### config.mk
export PLATFORM = sky130hd
export DESIGN_NAME = usm_top
export DESIGN_NICKNAME = d
export VERILOG_FILES = /design/src/core/usm_pkg.sv /design/src/core/usm_fifo.sv /design/src/core/usm_top.sv
export VERILOG_INCLUDE_DIRS = /design/src /design/src/core
export SDC_FILE = /design/constraint.sdc
export NUM_CORES = 1
export LEC_CHECK = 0
export BUFFER_PORTS_ARGS = -buffer_cell sky130_fd_sc_hd__buf_2
export CORE_MARGIN = 1
export CORE_UTILIZATION = 45
export DETAILED_ROUTE_END_ITERATION = 16
export GPL_ROUTABILITY_DRIVEN = 0
export PLACE_DENSITY = 0.63
export SYNTH_ARGS = -nofsm -noshare
export SYNTH_HDL_FRONTEND = slang
export SYNTH_SLANG_ARGS = --single-unit
### constraint.sdc
create_clock -name i_clk -period 2.3 [get_ports i_clk]
set_input_delay 0.23 -clock i_clk [delete_from_list [all_inputs] [get_ports i_clk]]
set_output_delay 0.23 -clock i_clk [all_outputs]
set_load 0.005 [all_outputs]
### src/core/usm_cfg.svh
`ifndef USM_CFG_SVH
`define USM_CFG_SVH

// Special function register addresses, reset and unmapped-read values
`define USM_ADDR_CTRL      8'hF1
`define USM_ADDR_DATA      8'hF2
`define USM_CTRL_RESET     8'h00
`define USM_UNMAPPED_READ  8'h00

// Control register field positions
`define USM_BIT_FE_ML      7
`define USM_BIT_OVR_MH     6
`define USM_BIT_TCOL_MP    5
`define USM_BIT_REN        4
`define USM_BIT_TB8        3
`define USM_BIT_RB8        2
`define USM_BIT_TI         1
`define USM_BIT_RI         0

// Oversampling: sixteen baud ticks per bit time
`define USM_OVS_FIRST      4'h0
`define USM_OVS_STEP       4'h1
`define USM_OVS_MID        4'h7
`define USM_OVS_LAST       4'hF
`define USM_BIT_FIRST      3'h0
`define USM_BIT_STEP       3'h1
`define USM_BIT_LAST       3'h7

// Transmit queue
`define USM_FIFO_DEPTH     8
`define USM_DATA_W         8

// Software side: reload for a divide factor with doubler set and timer fed by the system clock
`define USM_BAUD_FACTOR    16
`define USM_T1_RELOAD(div) (8'(256 - ((div) / `USM_BAUD_FACTOR)))

`endif

### src/core/usm_pkg.sv
package usm_pkg;

	typedef enum logic [1:0]
	{
		USM_MODE_SYNC  = 2'b00,
		USM_MODE_ASYNC8 = 2'b01,
		USM_MODE_FIXED9 = 2'b10,
		USM_MODE_VAR9  = 2'b11
	} usm_mode_e;

	typedef enum logic [2:0]
	{
		USM_FR_IDLE  = 3'b000,
		USM_FR_START = 3'b001,
		USM_FR_DATA  = 3'b010,
		USM_FR_NINTH = 3'b011,
		USM_FR_STOP  = 3'b100
	} usm_frame_e;

	typedef struct packed
	{
		logic       wr;
		logic       rd;
		logic [7:0] addr;
		logic [7:0] wdata;
	} usm_sfr_req_s;

endpackage

### src/core/usm_fifo.sv
`timescale 1ns/1ps
module usm_fifo
#(
	parameter int WIDTH = 8,
	parameter int DEPTH = 8
)
(
	input  wire logic             i_clk,
	input  wire logic             i_rst_n,
	input  wire logic             i_valid,
	output logic                  o_ready,
	input  wire logic [WIDTH-1:0] i_data,
	output logic                  o_valid,
	input  wire logic             i_ready,
	output logic [WIDTH-1:0]      o_data
);
	localparam int AW = $clog2(DEPTH);

	generate
		if (DEPTH < 2 || (1 << AW) != DEPTH)
		begin : g_bad_depth
			$error("usm_fifo depth must be a power of two of at least 2");
		end
	endgenerate

	logic [WIDTH-1:0] mem_ff [DEPTH];
	logic [AW:0]      wr_ptr_ff;
	logic [AW:0]      rd_ptr_ff;
	logic             push;
	logic             pop;

	// Extra pointer bit separates full from empty
	assign o_ready = (wr_ptr_ff[AW] == rd_ptr_ff[AW]) || (wr_ptr_ff[AW-1:0] != rd_ptr_ff[AW-1:0]);
	assign o_valid = wr_ptr_ff != rd_ptr_ff;
	assign push    = i_valid && o_ready;
	assign pop     = o_valid && i_ready;
	assign o_data  = mem_ff[rd_ptr_ff[AW-1:0]];

	always_ff @(posedge i_clk)
	begin
		if (push)
			mem_ff[wr_ptr_ff[AW-1:0]] <= i_data;
	end

	always_ff @(posedge i_clk or negedge i_rst_n)
	begin
		if (!i_rst_n)
		begin
			wr_ptr_ff <= '0;
			rd_ptr_ff <= '0;
		end
		else
		begin
			wr_ptr_ff <= push ? wr_ptr_ff + 1'b1 : wr_ptr_ff;
			rd_ptr_ff <= pop ? rd_ptr_ff + 1'b1 : rd_ptr_ff;
		end
	end
endmodule

### src/core/usm_top.sv
`timescale 1ns/1ps
`include "usm_cfg.svh"
// Function
// View select high maps error flags
// View select low maps mode bits
// Buffer write while sending sets collision
// Collision flag sits at bit 5
// New byte while unread sets overrun
// Overrun flag sits at bit 6
// Low stop bit sets frame error
// Frame error flag sits at bit 7
// Mode 00 synchronous, 01 8-bit async
// Software picks reload: 16*(256-reload)=divide
// Low bits REN,TB8,RB8,TI,RI; reset zero
// Transmit done at stop bit start
// Load buffer only when receive flag clear
// Error flags clear only by software
module usm_top
	import usm_pkg::*;
#(
	parameter int FIFO_DEPTH = `USM_FIFO_DEPTH
)
(
	input  wire logic         i_clk,
	input  wire logic         i_rst_n,
	input  wire usm_sfr_req_s i_sfr,
	output logic [7:0]        o_sfr_rdata,
	output logic              o_tx_ready,
	input  wire logic         i_status_view_select,
	input  wire logic         i_baud_tick,
	input  wire logic         i_rx,
	output logic              o_tx
);
	function automatic logic sfr_hit(input usm_sfr_req_s req, input logic [7:0] addr);
		sfr_hit = req.addr == addr;
	endfunction

	// Control and status state
	logic       mode_low_ff;
	logic       mode_high_ff;
	logic       mp_en_ff;
	logic       fe_ff;
	logic       ovr_ff;
	logic       tcol_ff;
	logic       ren_ff;
	logic       tb8_ff;
	logic       rb8_ff;
	logic       ti_ff;
	logic       ri_ff;
	logic [7:0] rx_buf_ff;
	logic [7:0] rdata_ff;
	logic       rx_meta_ff;
	logic       rx_sync_ff;

	// Transmitter state
	usm_frame_e tx_state_ff;
	usm_frame_e nxt_tx_state;
	logic [3:0] tx_tick_ff;
	logic [3:0] nxt_tx_tick;
	logic [2:0] tx_bit_ff;
	logic [2:0] nxt_tx_bit;
	logic [7:0] tx_shift_ff;
	logic [7:0] nxt_tx_shift;
	logic       tx_ninth_ff;
	logic       nxt_tx_ninth;
	logic       tx_pin_ff;
	logic       nxt_tx_pin;
	logic       tx_done_evt;

	// Receiver state
	usm_frame_e rx_state_ff;
	usm_frame_e nxt_rx_state;
	logic [3:0] rx_tick_ff;
	logic [3:0] nxt_rx_tick;
	logic [2:0] rx_bit_ff;
	logic [2:0] nxt_rx_bit;
	logic [7:0] rx_shift_ff;
	logic [7:0] nxt_rx_shift;
	logic       rx_ninth_ff;
	logic       nxt_rx_ninth;
	logic       rx_done;

	usm_mode_e  mode;
	logic       is_async;
	logic       is_nine;
	logic       wr_ctrl;
	logic       wr_data;
	logic       wr_status;
	logic       wr_mode;
	logic [7:0] wd;
	logic [7:0] ctrl_view;
	logic [7:0] rd_val;
	logic       fifo_valid;
	logic [7:0] fifo_data;
	logic       tx_idle;
	logic       tx_busy;
	logic       tx_bit_end;
	logic       rx_sample;
	logic       rx_accept;
	logic       rx_load;
	logic       rx_stop_val;
	logic       set_tcol;
	logic       set_ovr;
	logic       set_fe;

	assign mode     = usm_mode_e'({mode_low_ff, mode_high_ff});
	assign is_async = mode != USM_MODE_SYNC;
	assign is_nine  = (mode == USM_MODE_FIXED9) || (mode == USM_MODE_VAR9);

	assign wd        = i_sfr.wdata;
	assign wr_ctrl   = i_sfr.wr && sfr_hit(i_sfr, `USM_ADDR_CTRL);
	assign wr_data   = i_sfr.wr && sfr_hit(i_sfr, `USM_ADDR_DATA);
	assign wr_status = wr_ctrl && i_status_view_select;
	assign wr_mode   = wr_ctrl && !i_status_view_select;

	// Upper three bits swap meaning with the view select
	assign ctrl_view = {i_status_view_select ? fe_ff : mode_low_ff,
		i_status_view_select ? ovr_ff : mode_high_ff,
		i_status_view_select ? tcol_ff : mp_en_ff,
		ren_ff, tb8_ff, rb8_ff, ti_ff, ri_ff};
	assign rd_val = sfr_hit(i_sfr, `USM_ADDR_CTRL) ? ctrl_view :
		sfr_hit(i_sfr, `USM_ADDR_DATA) ? rx_buf_ff : `USM_UNMAPPED_READ;
	assign o_sfr_rdata = rdata_ff;
	assign o_tx        = tx_pin_ff;

	// Event flags: a hardware set in the same cycle as a software write wins
	assign tx_busy   = tx_state_ff != USM_FR_IDLE;
	assign set_tcol  = wr_data && tx_busy;
	assign rx_stop_val = rx_sync_ff;
	assign set_fe    = rx_done && !rx_stop_val;
	assign set_ovr   = rx_done && ri_ff;
	assign rx_accept = is_nine ? (!mp_en_ff || rx_ninth_ff) : (!mp_en_ff || rx_stop_val);
	assign rx_load   = rx_done && !ri_ff && rx_accept;

	always_ff @(posedge i_clk or negedge i_rst_n)
	begin
		if (!i_rst_n)
		begin
			rx_meta_ff <= 1'b1;
			rx_sync_ff <= 1'b1;
		end
		else
		begin
			rx_meta_ff <= i_rx;
			rx_sync_ff <= rx_meta_ff;
		end
	end

	always_ff @(posedge i_clk or negedge i_rst_n)
	begin
		if (!i_rst_n)
		begin
			{mode_low_ff, mode_high_ff, mp_en_ff, ren_ff, tb8_ff, rb8_ff, ti_ff, ri_ff} <= `USM_CTRL_RESET;
			fe_ff     <= 1'b0;
			ovr_ff    <= 1'b0;
			tcol_ff   <= 1'b0;
			rx_buf_ff <= 8'h00;
			rdata_ff  <= 8'h00;
		end
		else
		begin
			mode_low_ff  <= wr_mode ? wd[`USM_BIT_FE_ML] : mode_low_ff;
			mode_high_ff <= wr_mode ? wd[`USM_BIT_OVR_MH] : mode_high_ff;
			mp_en_ff     <= wr_mode ? wd[`USM_BIT_TCOL_MP] : mp_en_ff;
			fe_ff   <= (wr_status ? wd[`USM_BIT_FE_ML] : fe_ff) | set_fe;
			ovr_ff  <= (wr_status ? wd[`USM_BIT_OVR_MH] : ovr_ff) | set_ovr;
			tcol_ff <= (wr_status ? wd[`USM_BIT_TCOL_MP] : tcol_ff) | set_tcol;
			ren_ff  <= wr_ctrl ? wd[`USM_BIT_REN] : ren_ff;
			tb8_ff  <= wr_ctrl ? wd[`USM_BIT_TB8] : tb8_ff;
			rb8_ff  <= rx_load ? (is_nine ? rx_ninth_ff : rx_stop_val) :
				(wr_ctrl ? wd[`USM_BIT_RB8] : rb8_ff);
			ti_ff   <= (wr_ctrl ? wd[`USM_BIT_TI] : ti_ff) | tx_done_evt;
			ri_ff   <= (wr_ctrl ? wd[`USM_BIT_RI] : ri_ff) | rx_load;
			rx_buf_ff <= rx_load ? rx_shift_ff : rx_buf_ff;
			rdata_ff  <= i_sfr.rd ? rd_val : rdata_ff;
		end
	end

	// Transmit queue lets software post bytes ahead; a data write while it is full is dropped
	usm_fifo #(
		.WIDTH (`USM_DATA_W),
		.DEPTH (FIFO_DEPTH)
	) u_tx_fifo (
		.i_clk   (i_clk),
		.i_rst_n (i_rst_n),
		.i_valid (wr_data),
		.o_ready (o_tx_ready),
		.i_data  (wd),
		.o_valid (fifo_valid),
		.i_ready (tx_idle),
		.o_data  (fifo_data)
	);

	assign tx_idle    = tx_state_ff == USM_FR_IDLE;
	assign tx_bit_end = i_baud_tick && (tx_tick_ff == `USM_OVS_LAST);

	always_comb
	begin
		nxt_tx_state = tx_state_ff;
		nxt_tx_tick  = (tx_busy && i_baud_tick) ? tx_tick_ff + `USM_OVS_STEP : tx_tick_ff;
		nxt_tx_bit   = tx_bit_ff;
		nxt_tx_shift = tx_shift_ff;
		nxt_tx_ninth = tx_ninth_ff;
		nxt_tx_pin   = tx_pin_ff;
		tx_done_evt  = 1'b0;
		case (tx_state_ff)
			USM_FR_IDLE:
			begin
				nxt_tx_pin  = 1'b1;
				nxt_tx_tick = `USM_OVS_FIRST;
				if (fifo_valid)
				begin
					nxt_tx_shift = fifo_data;
					nxt_tx_ninth = tb8_ff;
					nxt_tx_bit   = `USM_BIT_FIRST;
					nxt_tx_state = is_async ? USM_FR_START : USM_FR_DATA;
					nxt_tx_pin   = is_async ? 1'b0 : fifo_data[0];
				end
			end
			USM_FR_START:
			begin
				if (tx_bit_end)
				begin
					nxt_tx_state = USM_FR_DATA;
					nxt_tx_pin   = tx_shift_ff[0];
				end
			end
			USM_FR_DATA:
			begin
				if (tx_bit_end)
				begin
					if (tx_bit_ff != `USM_BIT_LAST)
					begin
						nxt_tx_bit   = tx_bit_ff + `USM_BIT_STEP;
						nxt_tx_shift = {1'b0, tx_shift_ff[7:1]};
						nxt_tx_pin   = tx_shift_ff[1];
					end
					else if (is_async && is_nine)
					begin
						nxt_tx_state = USM_FR_NINTH;
						nxt_tx_pin   = tx_ninth_ff;
					end
					else
					begin
						// Stop bit starts here; synchronous mode ends after the eighth bit
						nxt_tx_state = is_async ? USM_FR_STOP : USM_FR_IDLE;
						nxt_tx_pin   = 1'b1;
						tx_done_evt  = 1'b1;
					end
				end
			end
			USM_FR_NINTH:
			begin
				if (tx_bit_end)
				begin
					nxt_tx_state = USM_FR_STOP;
					nxt_tx_pin   = 1'b1;
					tx_done_evt  = 1'b1;
				end
			end
			USM_FR_STOP:
			begin
				if (tx_bit_end)
					nxt_tx_state = USM_FR_IDLE;
			end
			default:
			begin
				nxt_tx_state = USM_FR_IDLE;
				nxt_tx_pin   = 1'b1;
			end
		endcase
	end

	always_ff @(posedge i_clk or negedge i_rst_n)
	begin
		if (!i_rst_n)
		begin
			tx_state_ff <= USM_FR_IDLE;
			tx_tick_ff  <= `USM_OVS_FIRST;
			tx_bit_ff   <= `USM_BIT_FIRST;
			tx_shift_ff <= 8'h00;
			tx_ninth_ff <= 1'b0;
			tx_pin_ff   <= 1'b1;
		end
		else
		begin
			tx_state_ff <= nxt_tx_state;
			tx_tick_ff  <= nxt_tx_tick;
			tx_bit_ff   <= nxt_tx_bit;
			tx_shift_ff <= nxt_tx_shift;
			tx_ninth_ff <= nxt_tx_ninth;
			tx_pin_ff   <= nxt_tx_pin;
		end
	end

	// Receiver samples mid-bit: half a bit after the start edge, then every bit time
	assign rx_sample = i_baud_tick && (rx_tick_ff == `USM_OVS_LAST);

	always_comb
	begin
		nxt_rx_state = rx_state_ff;
		nxt_rx_tick  = i_baud_tick ? rx_tick_ff + `USM_OVS_STEP : rx_tick_ff;
		nxt_rx_bit   = rx_bit_ff;
		nxt_rx_shift = rx_shift_ff;
		nxt_rx_ninth = rx_ninth_ff;
		rx_done      = 1'b0;
		case (rx_state_ff)
			USM_FR_IDLE:
			begin
				nxt_rx_tick = `USM_OVS_FIRST;
				nxt_rx_bit  = `USM_BIT_FIRST;
				if (ren_ff && is_async && !rx_sync_ff)
					nxt_rx_state = USM_FR_START;
			end
			USM_FR_START:
			begin
				if (i_baud_tick && rx_tick_ff == `USM_OVS_MID)
				begin
					// A start bit gone high by mid-bit is a glitch
					nxt_rx_tick  = `USM_OVS_FIRST;
					nxt_rx_state = rx_sync_ff ? USM_FR_IDLE : USM_FR_DATA;
				end
			end
			USM_FR_DATA:
			begin
				if (rx_sample)
				begin
					nxt_rx_shift = {rx_sync_ff, rx_shift_ff[7:1]};
					nxt_rx_bit   = rx_bit_ff + `USM_BIT_STEP;
					if (rx_bit_ff == `USM_BIT_LAST)
						nxt_rx_state = is_nine ? USM_FR_NINTH : USM_FR_STOP;
				end
			end
			USM_FR_NINTH:
			begin
				if (rx_sample)
				begin
					nxt_rx_ninth = rx_sync_ff;
					nxt_rx_state = USM_FR_STOP;
				end
			end
			USM_FR_STOP:
			begin
				if (rx_sample)
				begin
					rx_done      = 1'b1;
					nxt_rx_state = USM_FR_IDLE;
				end
			end
			default:
			begin
				nxt_rx_state = USM_FR_IDLE;
			end
		endcase
	end

	always_ff @(posedge i_clk or negedge i_rst_n)
	begin
		if (!i_rst_n)
		begin
			rx_state_ff <= USM_FR_IDLE;
			rx_tick_ff  <= `USM_OVS_FIRST;
			rx_bit_ff   <= `USM_BIT_FIRST;
			rx_shift_ff <= 8'h00;
			rx_ninth_ff <= 1'b0;
		end
		else
		begin
			rx_state_ff <= nxt_rx_state;
			rx_tick_ff  <= nxt_rx_tick;
			rx_bit_ff   <= nxt_rx_bit;
			rx_shift_ff <= nxt_rx_shift;
			rx_ninth_ff <= nxt_rx_ninth;
		end
	end
endmodule

==> flow_metrics.tcl <==
set metrics [dict create \
    status "complete, no violations" \
    clk_pin_slew_worst_paths_ps 60 \
    reg2reg_depth 7 \
    antenna_found_initial 0 \
    portBuffers 32 \
    fin_crit_sh_pct 91.1 \
    busiest_layer "met2" \
    synth_xor_area_share_pct 2.30 \
    avgSynthCellArea_um2 13.8 \
    drive_above_1_share_pct 27.8 \
    drc 0 \
    post-place-ws_ps 229 \
    layout_common_cells "dfrtp_1, edfxtp_1, buf_2" \
    whs_endpoint "u_tx_fifo.mem_ff[3][2]" \
    ios 33 \
    ys_seq_area_share_pct 62.7 \
    core_area_mm2 0.0132 \
    critPathRequiredTime_ps 2600 \
    final_common_cell "dfrtp_1" \
    cp-end-kind "register" \
    cts-resized-gates 0 \
    rrSetupSlack_ps 210 \
    synthAdderAreaFrac_pct 1.64 \
    routedWlPerCell_um 17.4 \
    grt_pass1_wl_um 19600 \
    dp_hpwl_um 7990 \
    drtPass1Iterations 7 \
    finalClockSkew_ps 6.67 \
    period_minus_slack_ps 2090 \
    ys_ff_latch 140 \
    fin_hold_ws_ps 98.3 \
    die_width_um 118 \
    cap_violations 0 \
    netlist_area_mm2 0.00610 \
    start_util_pct 46.1 \
    hold_class "input pin to register" \
    arrival_ps 2400 \
    hp-start "i_sfr[2]" \
    die_area_mm2 0.0140 \
    grt_use_met3_pct 5.55 \
    ir_drop_uv 661 \
    synth.distinct_cells 49 \
    drtIter0Drc 314 \
    gr-total-overflow 0 \
    clk_path_buf_depth 2 \
    grt_pass1_vias 3718 \
    hold_path_depth 1 \
    synth_compound_area_share_pct 7.34 \
    cts_tree "built" \
    diodes 0 \
    synthToLayoutAreaGrowth_pct 18.6 \
    vias_per_cell 5.55 \
    p_leak_nw 2.93 \
    finalHoldViolations 0 \
    gr-usage-met2_pct 27.8 \
    slew_headroom_pct 51.1 \
    drtAntennaViolNets 0 \
    synth_warnings 0 \
    critPathLaunchType "register" \
    final_area_mm2 0.00724 \
    rows 42 \
    htree_levels 4 \
    fin_tns_setup_ps 0 \
    cts_buffers 17 \
    synth_top_family_by_area "multiplexers" \
    nNetsFinal 525 \
    gr-usage-all-layers_pct 18.8 \
    cts-root-buf "clkbuf_16" \
    post_cts_buffers 0 \
    yosys.area_share.simple_pct 9.88 \
    synthMuxAreaShare_pct 13.7 \
    rsz0062_at_grt "false" \
    syn_nets 472 \
    die_y_um 118 \
    worstReg2RegEnd "rx_buf_ff[1]" \
    p_per_area_mw_per_mm2 1040 \
    fill_cells 1105 \
    fmax_mhz 477 \
    setup_viol 0 \
    drv_slew 0 \
    r2r-start "rx_tick_ff[0]" \
    grt_max_degree 46 \
    wirelength_um 11900 \
    worstMarginPinSlew_ps 731 \
    cp_max_fo 10 \
    place_area_mm2 0.00657 \
    startpoint "rx_tick_ff[0]" \
    cts_sinks 140 \
    grt.met1_usage_pct 26.2 \
    critPathKind "register to register" \
    fin_ws_ps 206 \
    clock_latency_ps 420 \
    vias 3793 \
    syn_inst 441 \
]
==> sequential cells by signal (all words and copies together), names as in the netlist, 4 cells and up <==
name                 flops
tx_tick_ff               4
u_tx_fifo.mem_ff        64
rx_shift_ff              8
rx_buf_ff                8
tx_shift_ff              8
rx_tick_ff               4
u_tx_fifo.rd_ptr_ff      4
o_sfr_rdata              8
u_tx_fifo.wr_ptr_ff      4
==> power breakdown <==
part | switching, mW | internal, mW | leakage, nW
sequential | 0.218 | 2.87 | 1.57
clock | 1.04 | 1.86 | 0.318
combinational | 0.814 | 0.692 | 1.04
total | 2.08 | 5.43 | 2.93
==> kinds of logic (layout without fill, tap and decap cells) <==
logic type,after synthesis,in the layout
flip-flops,140,140
AND/OR/NAND/NOR,115,115
AO/OA/AOI/OAI,68,68
multiplexers,60,60
buffers and inverters,34,100
XOR/XNOR,16,16
adder cells (fa/ha/maj),8,8
==> cells in the mapped netlist (all sizes together) <==
cell type   n  area, µm²
a211o       1       10.0
a211oi      7       65.1
a21oi      22        110
a22oi      10       75.1
a311oi      1       8.76
a31oi       1       6.26
a41oi       2       17.5
and2        1       8.76
and3        2       12.5
and4        1       8.76
buf        13       70.1
clkbuf     10       37.5
dfrtp      73       1830
dfstp       3       78.8
edfxtp     64       1920
ha          8        100
inv        11       41.3
mux2       27        304
mux2i      17        170
mux4       16        360
nand2      23       88.8
nand2b      4       25.0
nand3       5       25.0
nand3b      1       7.51
nand4      10       77.6
nor2       30        113
nor2b       4       25.0
nor3       26        141
nor4        2       18.8
nor4b       2       23.8
o2111ai     1       8.76
o211ai      1       7.51
o21ai      13       65.1
o221ai      1       8.76
o311a       1       10.0
o31ai       5       37.5
o41ai       2       17.5
or3         3       18.8
or3b        1       8.76
xnor2      10       87.6
xor2        6       52.6
==> per-stage QoR <==
step                      std cells  total power, mW  util [%]
final                           683             7.50      54.6
after global routing            683             7.85      54.6
after CTS                       683             7.58      54.6
after detailed placement        649             4.64      49.6
after global placement          649             4.60      49.6
after floorplan                 441             4.21         -
==> worst max-delay path by stage <==
stage,to,slack [ps],cells after the start
6_report,rx_buf_ff[1],210,7
5_1_grt,tx_shift_ff[3],20,5
4_1_cts,rx_buf_ff[1],210,7
3_5_place_dp,rx_buf_ff[3],230,7
3_3_place_gp,rx_buf_ff[3],290,7
2_1_floorplan,u_tx_fifo.mem_ff[1][0],130,5
==> critical path: stages (launching register included) <==
cell and delay, ps:
dfrtp_1 380, ha_1 170, and3_1 280, and2_4 210
nand4_4 130, a211oi_4 240, buf_4 220, mux2_2 350
==> timing repair <==
item	CTS	global route
hold endpoints to repair	31	0
setup endpoints to repair	0	0
hold buffers	2	0
==> metal layers <==
layer / wire [µm] / part of all wire [%] / up-vias
met4: 170 / 1.4 / 0
met1: 5640 / 47 / 1919
met3: 467 / 3.9 / 14
met2: 5640 / 47 / 82
li1: - / - / 1778
met5: 0 / 0 / -
==> cell type report <==
class | instances | area [µm²] | share of cell area, %
clock buffer | 22 | 529 | 7.31
clock inverter | 10 | 119 | 1.64
inverter | 11 | 41.3 | 0.571
multi-input combinational | 267 | 2130 | 29.5
sequential | 140 | 3830 | 52.9
tap | 176 | 220 | 3.04
timing repair buffer | 57 | 368 | 5.08
(Power assumes the default switching activity.)
